==> src/hw/smm_defines.vh <==
`ifndef SMM_DEFINES_VH
`define SMM_DEFINES_VH
// control bit positions of the serial control word
`define SMM_CTL_PORT_EN 0
`define SMM_CTL_SEL_LO 2
`define SMM_CTL_SEL_HI 3
`define SMM_CTL_MODE_FAULT 5
`define SMM_CTL_MASTER_EN 6
`define SMM_CTL_DONE 7
// reset values
`define SMM_RST_SEL_HI 1'b0
`define SMM_RST_SEL_LO 1'b1
`define SMM_RST_BYTE 8'h00
// sck half period in system clocks
`define SMM_HALF_PERIOD 4
`define SMM_BITS_PER_BYTE 8
`endif

==> src/hw/smm_master.v <==
`include "smm_defines.vh"
module smm_master #(
    parameter HALF = `SMM_HALF_PERIOD,
    parameter NBITS = `SMM_BITS_PER_BYTE
) (
    // clock and reset
    input wire i_ref_clk,
    input wire i_reset,
    // control writes
    input wire i_ctl_we,
    input wire i_master_enable,
    input wire i_port_enable,
    input wire i_select_mode_high,
    input wire i_select_mode_low,
    input wire i_intr_enable,
    input wire i_done_clr,
    input wire i_fault_clr,
    // data port
    input wire i_data_we,
    input wire [7:0] i_data,
    output reg [7:0] o_rx_data,
    // status
    output reg o_master_enable_flag,
    output reg o_port_enable_bit,
    output reg o_transfer_done_flag,
    output reg o_mode_fault_flag,
    output reg o_tx_buf_full,
    output reg o_busy,
    output reg o_irq,
    // serial pins
    output reg o_sck,
    output reg o_sck_oe,
    output reg o_mosi,
    output reg o_mosi_oe,
    input wire i_miso,
    input wire i_ss,
    output reg o_ss,
    output reg o_ss_oe
);
    //----------------------------------------
    // state
    //----------------------------------------
    localparam ST_IDLE = 1'b0;
    localparam ST_SHIFT = 1'b1;
    localparam NPINS = 2;
    localparam PIN_MISO = 0;
    localparam PIN_SS = 1;

    reg state_r;
    reg state_nxt;
    reg sel_hi_r;
    reg sel_hi_nxt;
    reg sel_lo_r;
    reg sel_lo_nxt;
    reg ien_r;
    reg ien_nxt;
    reg [7:0] txbuf_r;
    reg [7:0] txbuf_nxt;
    reg [7:0] shift_r;
    reg [7:0] shift_nxt;
    reg [3:0] bits_r;
    reg [3:0] bits_nxt;
    // next values of the output flops
    reg master_en_nxt;
    reg port_en_nxt;
    reg fault_flag_nxt;
    reg done_nxt;
    reg irq_nxt;
    reg buf_full_nxt;
    reg busy_nxt;
    reg sck_nxt;
    reg mosi_nxt;
    reg [7:0] rx_nxt;
    reg sck_oe_nxt;
    reg mosi_oe_nxt;
    reg ss_nxt;
    reg ss_oe_nxt;
    wire [NPINS-1:0] pins_async;
    wire [NPINS-1:0] pins_sync;
    wire miso_s;
    wire ss_s;
    wire rise;
    wire fall;
    wire run;
    wire multi = !sel_hi_r && sel_lo_r;
    wire fault = multi && !ss_s && o_master_enable_flag;
    wire enabled = o_master_enable_flag && o_port_enable_bit;
    wire last = (bits_r == NBITS - 1) && fall;
    wire take = i_data_we && enabled;
    wire done_set = (state_r == ST_SHIFT) && last && !fault;

    //----------------------------------------
    // pin synchronisers
    //----------------------------------------
    // both pins come from outside the clock domain
    assign pins_async[PIN_MISO] = i_miso;
    assign pins_async[PIN_SS] = i_ss;
    genvar gi;
    generate
        for (gi = 0; gi < NPINS; gi = gi + 1) begin : g_sync
            smm_sync u_smm_sync (
                .i_ref_clk(i_ref_clk),
                .i_reset(i_reset),
                .i_async(pins_async[gi]),
                .o_sync(pins_sync[gi])
            );
        end
    endgenerate
    assign miso_s = pins_sync[PIN_MISO];
    assign ss_s = pins_sync[PIN_SS];

    //----------------------------------------
    // serial clock edges
    //----------------------------------------
    // divider held in reset between bytes, so each byte starts on a full half period
    assign run = (state_r == ST_SHIFT) && !fault;
    smm_clkgen #(
        .HALF(HALF)
    ) u_smm_clkgen (
        .i_ref_clk(i_ref_clk),
        .i_reset(i_reset),
        .i_run(run),
        .o_rise(rise),
        .o_fall(fall)
    );

    //----------------------------------------
    // control and status
    //----------------------------------------
    always @* begin
        master_en_nxt = o_master_enable_flag;
        port_en_nxt = o_port_enable_bit;
        sel_hi_nxt = sel_hi_r;
        sel_lo_nxt = sel_lo_r;
        ien_nxt = ien_r;
        if (fault) begin
            master_en_nxt = 1'b0;
            port_en_nxt = 1'b0;
        end else if (i_ctl_we) begin
            // never re-enabled by hardware after a fault
            master_en_nxt = i_master_enable;
            port_en_nxt = i_port_enable;
        end
        if (i_ctl_we) begin
            sel_hi_nxt = i_select_mode_high;
            sel_lo_nxt = i_select_mode_low;
            ien_nxt = i_intr_enable;
        end
    end
    // sticky flags: a set in the same cycle as a clear wins
    always @* begin
        fault_flag_nxt = o_mode_fault_flag;
        done_nxt = o_transfer_done_flag;
        if (fault)
            fault_flag_nxt = 1'b1;
        else if (i_fault_clr)
            fault_flag_nxt = 1'b0;
        if (done_set)
            done_nxt = 1'b1;
        else if (i_done_clr)
            done_nxt = 1'b0;
        irq_nxt = ien_r && (done_set || fault);
    end
    always @(posedge i_ref_clk) begin
        if (i_reset) begin
            o_master_enable_flag <= 1'b0;
            o_port_enable_bit <= 1'b0;
            o_mode_fault_flag <= 1'b0;
            o_transfer_done_flag <= 1'b0;
            sel_hi_r <= `SMM_RST_SEL_HI;
            sel_lo_r <= `SMM_RST_SEL_LO;
            ien_r <= 1'b0;
            o_irq <= 1'b0;
        end else begin
            o_master_enable_flag <= master_en_nxt;
            o_port_enable_bit <= port_en_nxt;
            o_mode_fault_flag <= fault_flag_nxt;
            o_transfer_done_flag <= done_nxt;
            sel_hi_r <= sel_hi_nxt;
            sel_lo_r <= sel_lo_nxt;
            ien_r <= ien_nxt;
            o_irq <= irq_nxt;
        end
    end

    //----------------------------------------
    // transfer engine
    //----------------------------------------
    always @* begin
        state_nxt = state_r;
        txbuf_nxt = txbuf_r;
        buf_full_nxt = o_tx_buf_full;
        shift_nxt = shift_r;
        bits_nxt = bits_r;
        rx_nxt = o_rx_data;
        busy_nxt = o_busy;
        sck_nxt = o_sck;
        mosi_nxt = o_mosi;
        if (take) begin
            txbuf_nxt = i_data;
            buf_full_nxt = 1'b1;
        end
        case (state_r)
            ST_IDLE: begin
                sck_nxt = 1'b0;
                // a write in this same cycle waits a clock so its byte is the one sent
                if (o_tx_buf_full && enabled && !fault && !take) begin
                    shift_nxt = txbuf_r;
                    mosi_nxt = txbuf_r[7];
                    buf_full_nxt = 1'b0;
                    bits_nxt = 4'h0;
                    busy_nxt = 1'b1;
                    state_nxt = ST_SHIFT;
                end
            end
            ST_SHIFT: begin
                if (fault || !enabled) begin
                    // abandon the byte and drop anything queued behind it
                    state_nxt = ST_IDLE;
                    busy_nxt = 1'b0;
                    sck_nxt = 1'b0;
                    buf_full_nxt = 1'b0;
                end else if (rise) begin
                    // sample on the rising edge, shift out on the falling edge
                    sck_nxt = 1'b1;
                    shift_nxt = {shift_r[6:0], miso_s};
                end else if (fall) begin
                    sck_nxt = 1'b0;
                    if (last) begin
                        // eighth falling edge ends the byte
                        rx_nxt = shift_r;
                        busy_nxt = 1'b0;
                        state_nxt = ST_IDLE;
                    end else begin
                        mosi_nxt = shift_r[7];
                        bits_nxt = bits_r + 4'h1;
                    end
                end
            end
            default: state_nxt = ST_IDLE;
        endcase
    end
    always @(posedge i_ref_clk) begin
        if (i_reset) begin
            state_r <= ST_IDLE;
            txbuf_r <= `SMM_RST_BYTE;
            o_tx_buf_full <= 1'b0;
            shift_r <= `SMM_RST_BYTE;
            bits_r <= 4'h0;
            o_rx_data <= `SMM_RST_BYTE;
            o_busy <= 1'b0;
            o_sck <= 1'b0;
            o_mosi <= 1'b0;
        end else begin
            state_r <= state_nxt;
            txbuf_r <= txbuf_nxt;
            o_tx_buf_full <= buf_full_nxt;
            shift_r <= shift_nxt;
            bits_r <= bits_nxt;
            o_rx_data <= rx_nxt;
            o_busy <= busy_nxt;
            o_sck <= sck_nxt;
            o_mosi <= mosi_nxt;
        end
    end

    //----------------------------------------
    // pin enables and select output
    //----------------------------------------
    always @* begin
        sck_oe_nxt = enabled && !fault;
        mosi_oe_nxt = enabled && !fault;
        // select driven only in 4-wire mode; 3-wire leaves the pin unused
        ss_nxt = sel_hi_r ? sel_lo_r : 1'b1;
        ss_oe_nxt = sel_hi_r && o_port_enable_bit;
    end
    always @(posedge i_ref_clk) begin
        if (i_reset) begin
            o_sck_oe <= 1'b0;
            o_mosi_oe <= 1'b0;
            o_ss <= 1'b1;
            o_ss_oe <= 1'b0;
        end else begin
            o_sck_oe <= sck_oe_nxt;
            o_mosi_oe <= mosi_oe_nxt;
            o_ss <= ss_nxt;
            o_ss_oe <= ss_oe_nxt;
        end
    end
endmodule

==> src/hw/smm_sync.v <==
module smm_sync (
    // clock and reset
    input wire i_ref_clk,
    input wire i_reset,
    // async level in, synchronised level out
    input wire i_async,
    output wire o_sync
);
    reg meta_r;
    reg sync_r;
    always @(posedge i_ref_clk) begin
        if (i_reset) begin
            meta_r <= 1'b1;
            sync_r <= 1'b1;
        end else begin
            meta_r <= i_async;
            sync_r <= meta_r;
        end
    end
    assign o_sync = sync_r;
endmodule

==> src/hw/smm_clkgen.v <==
`include "smm_defines.vh"
module smm_clkgen #(
    parameter HALF = `SMM_HALF_PERIOD
) (
    // clock and reset
    input wire i_ref_clk,
    input wire i_reset,
    // run request and edge strobes
    input wire i_run,
    output reg o_rise,
    output reg o_fall
);
    reg [7:0] cnt_r;
    reg phase_r;
    always @(posedge i_ref_clk) begin
        if (i_reset || !i_run) begin
            cnt_r <= 8'h00;
            phase_r <= 1'b0;
            o_rise <= 1'b0;
            o_fall <= 1'b0;
        end else if (cnt_r == HALF - 1) begin
            cnt_r <= 8'h00;
            phase_r <= ~phase_r;
            o_rise <= ~phase_r;
            o_fall <= phase_r;
        end else begin
            cnt_r <= cnt_r + 8'h01;
            o_rise <= 1'b0;
            o_fall <= 1'b0;
        end
    end
endmodule

==> config.mk <==
export PLATFORM = sky130hd
export DESIGN_NAME = smm_master
export DESIGN_NICKNAME = d
export VERILOG_FILES = /design/src/hw/smm_master.v /design/src/hw/smm_sync.v /design/src/hw/smm_clkgen.v
export VERILOG_INCLUDE_DIRS = /design/src /design/src/hw
export SDC_FILE = /design/constraint.sdc
export NUM_CORES = 1
export LEC_CHECK = 0
export BUFFER_PORTS_ARGS = -buffer_cell sky130_fd_sc_hd__buf_4
export CORE_MARGIN = 2
export CORE_UTILIZATION = 49
export DETAILED_ROUTE_END_ITERATION = 8
export PLACE_DENSITY = 0.74
export SLEW_MARGIN = 20
export SYNTH_ARGS = -nofsm -noshare
export SYNTH_HDL_FRONTEND = slang
export SYNTH_SLANG_ARGS = --single-unit
==> constraint.sdc <==
create_clock -name i_ref_clk -period 1.6 [get_ports i_ref_clk]
set_clock_uncertainty 0.05 [all_clocks]
set_input_delay 0.16 -clock i_ref_clk [delete_from_list [all_inputs] [get_ports i_ref_clk]]
set_output_delay 0.16 -clock i_ref_clk [all_outputs]
set_load 0.05 [all_outputs]
After elaboration in Yosys (flattened, before gate mapping)
Cells that the tools add are included.
{ "classes": {"add_sub_neg": 2, "n_eq_ne": 12, "muxes": 40, "bitwise_logic": 6, "reduce_logical": 34} }
{ "op_table": {"columns": ["op", "n"], "rows": [
  ["$mux 1", 25],
  ["$mux 8", 3],
  ["$mux 4", 5],
  ["$pmux 8 s2", 1],
  ["$logic_and 1x1->1", 15],
  ["$pmux 1 s2", 5],
  ["$reduce_and 5->1", 2],
  ["$add 8x1->8 const B", 1],
  ["$eq 8x2->1 const B", 1],
  ["$ne 2x2->1 const B", 4],
  ["$pmux 4 s2", 1],
  ["$reduce_or 2->1", 4],
  ["$logic_not 1->1", 6],
  ["$ne 3x1->1 const B", 2],
  ["$not 1->1", 6],
  ["$add 4x1->4 const B", 1],
  ["$eq 4x3->1 const B", 1],
  ["$ne 2x1->1 const B", 2],
  ["$ne 4x1->1 const B", 1],
  ["$reduce_and 4->1", 1],
  ["$reduce_bool 2->1", 2],
  ["$logic_or 1x1->1", 3],
  ["$ne 3x3->1 const B", 1],
  ["$reduce_and 3->1", 1]
]} }
{ "totals": {"regBits": 59, "inputBits": 21} }

Depth between registers and ports, before layout
Gate-level depths: netlist of run 1.
{ "depth": {"ltp_word": 9, "ltp_mapped": 6, "depth_no_buf": 5} }

By module
From an unflattened synthesis of run 1, not the netlist that was laid out.
{ "hier_totals": {"hier_cells": 246, "area_unflattened_um2": 2348.5} }
{ "modules_own_cells": {"columns": ["module", "n_inst", "cells_each", "area_each_um2", "seq_area_each_um2"], "rows": [
  ["smm_master", 1, 191, 1811.7, 880.8],
  ["smm_clkgen", 1, 47, 431.7, 220.2],
  ["smm_sync", 2, 4, 52.6, 40.0]
]} }

Worst setup path before layout of run 1
Ideal clock, no wire load.
{ "synth_timing": {"path_kind": "register to register", "from": "register o_tx_buf_full", "to": "register shift_r[2]", "arrival_ps": 1809, "required_ps": 1471, "path_slack_ps": -339, "path_stages_with_launch": 6, "path_cell_list": "dfxtp_1 -> or3b_4 -> a211oi_4 -> buf_6 -> nor2_2 -> a211oi_2"} }
{ "synth_between": {"elab_chain_cells": 5} }
{ "synth_lines": {"columns": ["element", "line_no", "source"], "rows": [
  ["start, declared", "smm_master.v:27", "output reg o_tx_buf_full,"],
  ["start signal, assigned", "smm_master.v:257", "o_tx_buf_full <= buf_full_nxt;"],
  ["$logic_and 1x1->1 (3 in a row)", "smm_master.v:207", "if (o_tx_buf_full && enabled && !fault && !take) begin"],
  ["$ne 2x2->1 (no line)", null, null],
  ["$reduce_and 3->1 (no line)", null, null],
  ["end signal, assigned", "smm_master.v:248", "shift_r <= `SMM_RST_BYTE;"],
  ["end signal, assigned", "smm_master.v:258", "shift_r <= shift_nxt;"],
  ["end, declared", "smm_master.v:59", "reg [7:0] shift_r;"]
]} }
Every way passes these cells.
A chain may end at the register's enable or synchronous reset.

Final worst setup path of run 1
{ "layout_timing": {"from": "register bits_r[1]", "to": "register bits_r[0]"} }
{ "layout_between": {"elab_chain_cells": 4} }
{ "layout_lines": {"columns": ["element", "line_no", "source"], "rows": [
  ["start, declared", "smm_master.v:61", "reg [3:0] bits_r;"],
  ["start signal, assigned", "smm_master.v:259", "bits_r <= bits_nxt;"],
  ["$eq 4x3->1", "smm_master.v:88", "wire last = (bits_r == NBITS - 1) && fall;"],
  ["$logic_and 1x1->1", "smm_master.v:88", null],
  ["$ne 2x2->1 (no line)", null, null],
  ["$reduce_and 5->1 (no line)", null, null]
]} }
Every way passes these cells.

==> flow_summary.yaml, run 1 <==
die:
  rows: 25
  io-pin-count: 42
  initial_core_util_pct: 50.7
  core_um2: 4720
  die-area_um2: 5460
  die_w_um: 73.9
  chipHeight_um: 73.9
layout:
  n_fill_cell: 360
  post-route-util_pct: 69.1
  syn2layout_area_growth_pct: 36.4
  nets: 340
  drive_gt1_share_pct: 33.0
  diodes: 0
  final_cells: 388
synthesis:
  ys_types: 45
  postSynthCellCount: 248
  synth.avg_cell_area_um2: 9.65
  synth_area_leaders: "dfxtp_1 (49%), mux2i_1 (8.8%), nand2b_1 (5.8%)"
  synth_seq_area_share_pct: 49.3
  ys_ff_latch: 59
  synth_area_um2: 2390
  synth_warnings: 0
  yosys-top-cells-count: "dfxtp_1 (59), nor2_1 (26), nand2b_1 (22)"
  mappedNetlistNets: 271
  yosysTopAreaCell: "dfxtp_1"
  synth_edf_count: 0
  synth_most_common_cell: "dfxtp_1"
  yosysTopAreaCellShare_pct: 49.3
  synth_flop_cell: "dfxtp_1"
  async_reset_ff_share_pct: 0
worst_setup_path:
  crit_fanout: 5
  worstSetupEndpointType: "flip-flop"
  crit_required_ns: 1.83
  start_kind: "flip-flop"
  cp.arrival_ns: 1.80
  path_cells: "ha_4, and3b_2, or3_4, nor3_4, mux2_2"
  cpPeakStageDelay_ns: 0.38
  slowest_stage: "or3_4"
  crit_type: "flip-flop to flip-flop"
timing:
  max_slew_margin_pct: 76.2
  finalSetupTns_ns: 0
  rsz0062_at_grt: "yes"
  period_minus_slack_ns: 1.57
  slew_viol_final: 0
  finalCritPeriodShare_pct: 98.1
  max_freq_mhz: 637
  hold_viol: 0
  worstMarginPinSlew_ns: 0.357
  setup_viol: 0
route:
  ant_nets: 0
  num_vias: 1916
  drc: 0
  wl_per_cell_um: 12.3
  drt_iter0_drc: 69
  routed_wirelength_mm: 4.77
  avgViaCountPerCell: 4.94
  first_pass_iters: 4
min_path:
  worstHoldPathType: "input pin to flip-flop"
clock_network:
  cts.sinks: 59
  htreeDepth: 3
  clockBufferDepth: 2
  clk_pin_slew_ns: 0.06
  clockRootBuffer: "clkbuf_8"
  cts_tree: "yes"
  worstSkewPairLatency_ns: 0.33
  numCtsBuffers: 9
power_and_ir_drop:
  switching_share_pct: 20.7
  vdd_drop_max_mv: 0.541
  powerDensity_nw_per_um2: 909
  netSwitchingPower_mw: 0.614
  fin_total_pwr_mw: 2.97
  comb_power_share_pct: 4.9
  p_int_mw: 2.35
  p_seq_share_pct: 50.4
  pwr-share-clk_pct: 44.7
  p_leak_nw: 1.24
global_route:
  grt_pass1_vias: 1789
  grt_max_degree: 40
  grt_pass1_wl_mm: 7.98
  grt-ovfl-total: 0
  track_usage_pct: 19.6
  antenna_found_initial: 0
placement:
  place_inst: 363
  port_buffers: 41
  gp_congestion: 0.764
  place_hpwl_mm: 3.18
flow_run:
  cap_violations: 0
status:
  status: "complete, no violations"
[kinds of logic (layout without fill, tap and decap cells)]
kind of cell	Yosys count	after routing	share of synthesized area (%)
muxes	22	22	9.25
adders and majority gates	2	2	1.05
AOI/OAI and AO/OA	35	35	10.5
and+or+nand+nor	106	106	23.6
buffers and inverters	17	90	3.66
DFF	59	59	49.3
xor gates and xnor gates	7	7	2.56
[routing by layer]
layer / part of all wire, % / track usage, % / vias up
li1: - / - / 996
met1: 48 / 24.6 / 874
met2: 45 / 29.8 / 39
met3: 5.1 / 8.37 / 7
met4: 1.3 / 7.68 / 0
met5: 0 / 0 / -
[registers in the layout, indices dropped and copies added (netlist names), 2 cells and up]
register and flops:
bits_r 4, g_sync.u_smm_sync.meta_r 2, g_sync.u_smm_sync.o_sync 2, o_rx_data 8, shift_r 8, txbuf_r 8
u_smm_clkgen.cnt_r 8
[placed cells by master, fill, tap and decap left out, types with 4 or more instances in the layout]
cell           netlist  routed
clkbuf_8             0      11
mux2i_1             21      21
nor3_1               6       5
nand2_1             21      21
nor2_1              26      26
dfxtp_1             59      53
a211oi_1             8       8
or2_2                5       5
a21oi_1             14      14
nand3_1              8       7
buf_4                1      63
nand2b_1            22      21
inv_1                4       4
xor2_1               5       5
dlygate4sd3_1        0       6
[path summary, 6_finish.rpt]
check | start | slack (ns) | endpoint | cells past startpoint
setup / recovery | bits_r[1] | 0.03 | bits_r[0] | 5
hold / removal | i_data[2] | 0.02 | txbuf_r[2] | 3
setup reg to reg | bits_r[1] | 0.03 | bits_r[0] | 5
hold reg to reg | g_sync[1].u_smm_sync.meta_r | 0.35 | g_sync[1].u_smm_sync.o_sync | 1
[worst max-delay path, delay by kind of cell, from the launching register on]
family / cells / cell delay (ns)
multiplexers: 1 / 0.17
flip-flops: 1 / 0.33
adder cells (fa/ha/maj): 1 / 0.16
AND/OR/NAND/NOR: 3 / 0.80
[layout make-up]
cell class	count	area [um2]	area share [%]
multi-input cells	172	1200	36.8
flip-flops and latches	59	1200	36.6
inverters	4	15.0	0.460
clock buffers	13	159	4.87
repair buffers	71	573	17.6
clock inverters	2	35.0	1.07
well taps	67	83.8	2.57
[per-stage QoR]
step / setup slack, ns / area [um2] / hold WS (ns)
final: 0.0302 / 3260 / 0.0233
after CTS: 0.00703 / 3220 / 0.00179
after detailed placement: -0.0464 / 2920 / 0.297
after global placement: -0.00619 / 2920 / 0.294
after global routing: -0.0438 / 3260 / 0.0106
after floorplan: -0.0770 / 2420 / 0.214
[power groups by stage]
stage | Combinational [mW] | Clock [mW] | Sequential (mW)
2_1_floorplan | 0.0596 | 0 | 1.54
3_3_place_gp | 0.130 | 0 | 1.53
3_5_place_dp | 0.132 | 0 | 1.53
4_1_cts | 0.146 | 1.37 | 1.49
5_1_grt | 0.157 | 1.44 | 1.50
6_report | 0.146 | 1.33 | 1.49
[repair_timing]
item,4_1_cts,5_1_grt
gates resized for setup,5,7
hold endpoints to repair,6,0
setup buffers,3,1
endpoints found under the setup margin,5,25
hold buffers,6,0
pin swaps,6,5
Power figures use the tool's default switching activity.
==> run 2, diff against run 1 <==
Settings changed: BUFFER_PORTS_ARGS -buffer_cell sky130_fd_sc_hd__buf_4 to -buffer_cell sky130_fd_sc_hd__buf_2.
==> flow_summary.yaml, run 2 (same netlist as run 1, synthesis figures left out) <==
route:
  ant_nets: 0
  wl_per_cell_um: 13.0
  drc: 0
  drt_iter0_drc: 70
  routed_wirelength_mm: 5.07
  num_vias: 1917
  avgViaCountPerCell: 4.90
  first_pass_iters: 4
timing:
  slew_viol_final: 0
  setup_viol: 5
  holdWs_ns: 0.0154
  rsz0062_at_grt: "yes"
  max_slew_margin_pct: 68.1
  finalCritPeriodShare_pct: 103
  worst_slack_ns: -0.0511
  worstMarginPinSlew_ns: 0.477
  hold_viol: 0
  period_minus_slack_ns: 1.65
  max_freq_mhz: 606
global_route:
  grt_pass1_wl_mm: 8.00
  antenna_found_initial: 0
  grt_pass1_vias: 1714
  grt-ovfl-total: 0
  track_usage_pct: 19.7
  grt_max_degree: 23
layout:
  syn2layout_area_growth_pct: 34.6
  layout_commonest_cell: "dfxtp_1"
  nets: 343
  post-route-util_pct: 68.2
  drive_gt1_share_pct: 38.3
  layout_common_cells: "dfxtp_1 (53), buf_2 (41), buf_4 (23)"
  diodes: 0
flow_run:
  cap_violations: 0
worst_setup_path:
  crit_type: "flip-flop to flip-flop"
  crit_fanout: 8
  worstSetupEndpointType: "flip-flop"
  start_kind: "flip-flop"
  cp.arrival_ns: 1.84
  crit_required_ns: 1.79
status:
  violations: "negative setup slack"
  status: "finished, violations left"
clock_network:
  clockRootBuffer: "clkbuf_8"
  cts.sinks: 59
  htreeDepth: 3
  numCtsBuffers: 9
  clockBufferDepth: 2
  worstSkewPairLatency_ns: 0.33
  cts_tree: "yes"
  clk_pin_slew_ns: 0.07
die:
  die_w_um: 73.9
  core_um2: 4720
  die-area_um2: 5460
  rows: 25
  chipHeight_um: 73.9
  io-pin-count: 42
  initial_core_util_pct: 50.7
placement:
  port_buffers: 41
  gp_congestion: 0.778
  place_hpwl_mm: 3.30
min_path:
  worstHoldPathType: "input pin to flip-flop"
power_and_ir_drop:
  p_int_mw: 2.13
  vdd_drop_max_mv: 0.744
  pwr-share-clk_pct: 41.0
  netSwitchingPower_mw: 0.624
  comb_power_share_pct: 4.8
  powerDensity_nw_per_um2: 856
  switching_share_pct: 22.6
  p_seq_share_pct: 54.2
  p_leak_nw: 1.26
==> run 2: metal layers <==
layer | routed length (um) | GRT usage, % | up-vias
met5 | 0 | 0 | -
met4 | 43 | 8.48 | 0
met3 | 202 | 6.86 | 6
met2 | 2350 | 27.9 | 35
met1 | 2470 | 27.0 | 880
li1 | - | - | 996
==> run 2: critical path, cell delays in order (launching register included) <==
cell and delay (ns):
dfxtp_4 0.34, or3b_4 0.40, a211oi_4 0.25, buf_6 0.16
buf_12 0.13, nor2_2 0.04, a211oi_1 0.20
==> run 2: power by group through the flow <==
stage / combinational [mW] / clock, mW / sequential [mW]
6_report: 0.133 / 1.13 / 1.49
5_1_grt: 0.145 / 1.23 / 1.49
4_1_cts: 0.130 / 1.15 / 1.49
3_5_place_dp: 0.121 / 0 / 1.53
3_3_place_gp: 0.120 / 0 / 1.52
2_1_floorplan: 0.0596 / 0 / 1.54
==> run 2: final timing paths <==
| check | from | to | slack, ns | cells after the start |
|---|---|---|---|---|
| hold reg to reg | g_sync[0].u_smm_sync.meta_r | g_sync[0].u_smm_sync.o_sync | 0.36 | 1 |
| hold / removal | i_intr_enable | ien_r | 0.02 | 3 |
| setup reg to reg | o_tx_buf_full | shift_r[7] | -0.05 | 6 |
| setup / recovery | o_tx_buf_full | shift_r[7] | -0.05 | 6 |
==> run 2: cell type report <==
class | count | area (um2)
inverter | 4 | 15.0
sequential | 59 | 1200
tap | 67 | 83.8
timing repair buffer | 74 | 519
clock inverter | 3 | 15.0
clock buffer | 12 | 145
fill | 365 | 1500
multi-input combinational | 172 | 1250
==> run 2: repair_timing <==
action | CTS | global route
setup endpoints to repair | 20 | 24
endpoints found under the hold margin | 4 | 0
setup buffers | 4 | 5
gates resized for setup | 14 | 17
pin swaps | 12 | 10
gates cloned | 1 | 0
hold buffers | 4 | 0
==> run 2: through the flow <==
stage / power (mW) / std cells / worst slack [ns] / area (um2) / TNS (ns)
2_1_floorplan: 1.60 / 248 / -0.0770 / 2420 / -0.349
3_3_place_gp: 1.64 / 362 / -0.00365 / 2810 / -0.00381
3_5_place_dp: 1.65 / 362 / -0.0825 / 2810 / -0.629
4_1_cts: 2.78 / 386 / 0.00241 / 3120 / 0
5_1_grt: 2.86 / 391 / -0.0743 / 3220 / -0.918
6_report: 2.76 / 391 / -0.0511 / 3220 / -0.102
==> run 3, diff against run 2 <==
Settings changed: SETUP_SLACK_MARGIN set to 0.1.
==> flow_summary.yaml, run 3 (same netlist as run 1, synthesis figures left out) <==
status:
  status: "finished, violations left"
  violations: "negative setup slack"
placement:
  post-place-ws_ns: -0.0350
  place_hpwl_mm: 3.30
  gp_congestion: 0.760
  port_buffers: 41
die:
  initial_core_util_pct: 50.7
  core_um2: 4720
  die-area_um2: 5460
  die_w_um: 73.9
  io-pin-count: 42
  rows: 25
  chipHeight_um: 73.9
power_and_ir_drop:
  vdd_drop_max_mv: 0.715
  powerDensity_nw_per_um2: 850
  pwr-share-clk_pct: 42.7
  p_int_mw: 2.24
  switching_share_pct: 21.7
  p_seq_share_pct: 52.3
  comb_power_share_pct: 5.0
  p_leak_nw: 1.32
  netSwitchingPower_mw: 0.620
worst_setup_path:
  crit_required_ns: 1.76
  crit_fanout: 8
  cpPeakStageDelay_ns: 0.39
  start_kind: "flip-flop"
  cp.arrival_ns: 1.80
  critical_path_buf_inv_count: 3
  worstSetupEndpointType: "flip-flop"
  rr_worst_depth: 6
  slowest_stage: "or3b_4"
  critPathTopFamily: "simple AND/OR/NAND/NOR gates"
  crit_type: "flip-flop to flip-flop"
  crit_cells: 6
  path_cells: "or3b_4, a211oi_4, buf_6, buf_6, buf_16, a211oi_4"
layout:
  n_fill_cell: 337
  nets: 349
  drive_gt1_share_pct: 38.7
  multiInputGateArea_um2: 1270
  layout_commonest_cell: "dfxtp_1"
  syn2layout_area_growth_pct: 40.5
  layout_common_cells: "dfxtp_1 (53), buf_2 (41), nor2_1 (24), buf_4 (23)"
  diodes: 0
  regArea_um2: 1200
  post-route-util_pct: 71.2
flow_run:
  cap_violations: 0
global_route:
  grt_max_degree: 36
  grt_pass1_vias: 1831
  grt-ovfl-total: 0
  use_met3_pct: 6.31
  busiest_layer: "met2"
  met1_usage_pct: 26.0
  antenna_found_initial: 0
  track_usage_pct: 20.9
  met2_usage_pct: 33.3
  grt_pass1_wl_mm: 8.56
clock_network:
  clockBufferDepth: 2
  cts.sinks: 59
  clk_pin_slew_ns: 0.06
  cts_tree: "yes"
  worstSkewPairLatency_ns: 0.33
  numCtsBuffers: 9
  htreeDepth: 3
  clockRootBuffer: "clkbuf_8"
route:
  routed_wirelength_mm: 5.22
  drc: 0
  wl_per_cell_um: 13.1
  first_pass_iters: 4
  ant_nets: 0
  num_vias: 1971
  avgViaCountPerCell: 4.95
  drt_iter0_drc: 113
timing:
  period_minus_slack_ns: 1.64
  slew_viol_final: 0
  max_freq_mhz: 610
  setup_viol: 9
  worst_slack_ns: -0.0407
  worstMarginPinSlew_ns: 0.398
  finalCritPeriodShare_pct: 103
  rsz0062_at_grt: "yes"
  max_slew_margin_pct: 73.5
  hold_viol: 0
min_path:
  worstHoldPathType: "input pin to flip-flop"
  whs_path_depth: 3
==> run 3: cell count changes in the layout (fill, tap and decap cells not counted), sizes merged <==
cell / change
buf: +4
clkbuf: +2
dlygate4sd3: +2
clkinv: -1
==> run 3: tightest hold or removal path, delay by kind of cell <==
family          cells  cell delay (ns)
buf+inv             1             0.10
compound gates      1             0.05
simple gates        1             0.05
==> run 3: through the flow <==
| stage | hold WS [ns] | power, mW | instances | TNS [ns] | cell area, um2 |
|---|---|---|---|---|---|
| 5_1_grt | 0.0143 | 2.96 | 398 | -1.40 | 3360 |
| 3_3_place_gp | 0.295 | 1.65 | 364 | 0 | 2880 |
| 3_5_place_dp | 0.296 | 1.65 | 364 | -0.0573 | 2880 |
| 6_report | 0.0193 | 2.86 | 398 | -0.276 | 3360 |
| 4_1_cts | 0.00188 | 2.89 | 396 | -0.108 | 3320 |
| 2_1_floorplan | 0.214 | 1.60 | 248 | -0.324 | 2470 |
==> run 3: path summary, 6_finish.rpt <==
path	from	slack, ns	endpoint
setup / recovery	o_tx_buf_full	-0.04	shift_r[4]
hold / removal	i_data[7]	0.02	txbuf_r[7]
setup reg to reg	o_tx_buf_full	-0.04	shift_r[4]
hold reg to reg	g_sync[0].u_smm_sync.meta_r	0.36	g_sync[0].u_smm_sync.o_sync
==> run 3: final cells by class <==
class / instances / share of cell area (%)
clock inverters: 2 / 0.298
inverters: 4 / 0.447
clock buffers: 14 / 5.14
flip-flops and latches: 59 / 35.6
multi-input cells: 172 / 37.9
well taps: 67 / 2.49
repair buffers: 80 / 18.1
==> run 3: what timing repair did <==
item | in CTS | in global routing
pin swaps | 14 | 4
setup buffers | 8 | 2
hold buffers | 6 | 0
endpoints found under the hold margin | 6 | 0
gates cloned | 2 | 0
gates resized for setup | 18 | 9
endpoints found under the setup margin | 21 | 26
==> run 3: power by group through the flow <==
stage,combinational (mW),sequential (mW),clock [mW]
floorplan,0.0617,1.54,0
global placement,0.124,1.53,0
detailed placement,0.125,1.53,0
CTS,0.139,1.49,1.25
global route,0.154,1.50,1.31
finish,0.142,1.49,1.22
==> run 3: per-layer routing <==
| metal | wire length (um) | part of all wire, % | vias to the layer above |
|---|---|---|---|
| met5 | 0 | 0 | - |
| met4 | 102 | 2.0 | 0 |
| met3 | 241 | 4.6 | 12 |
| met2 | 2510 | 48 | 39 |
| met1 | 2360 | 45 | 911 |
| li1 | - | - | 1009 |
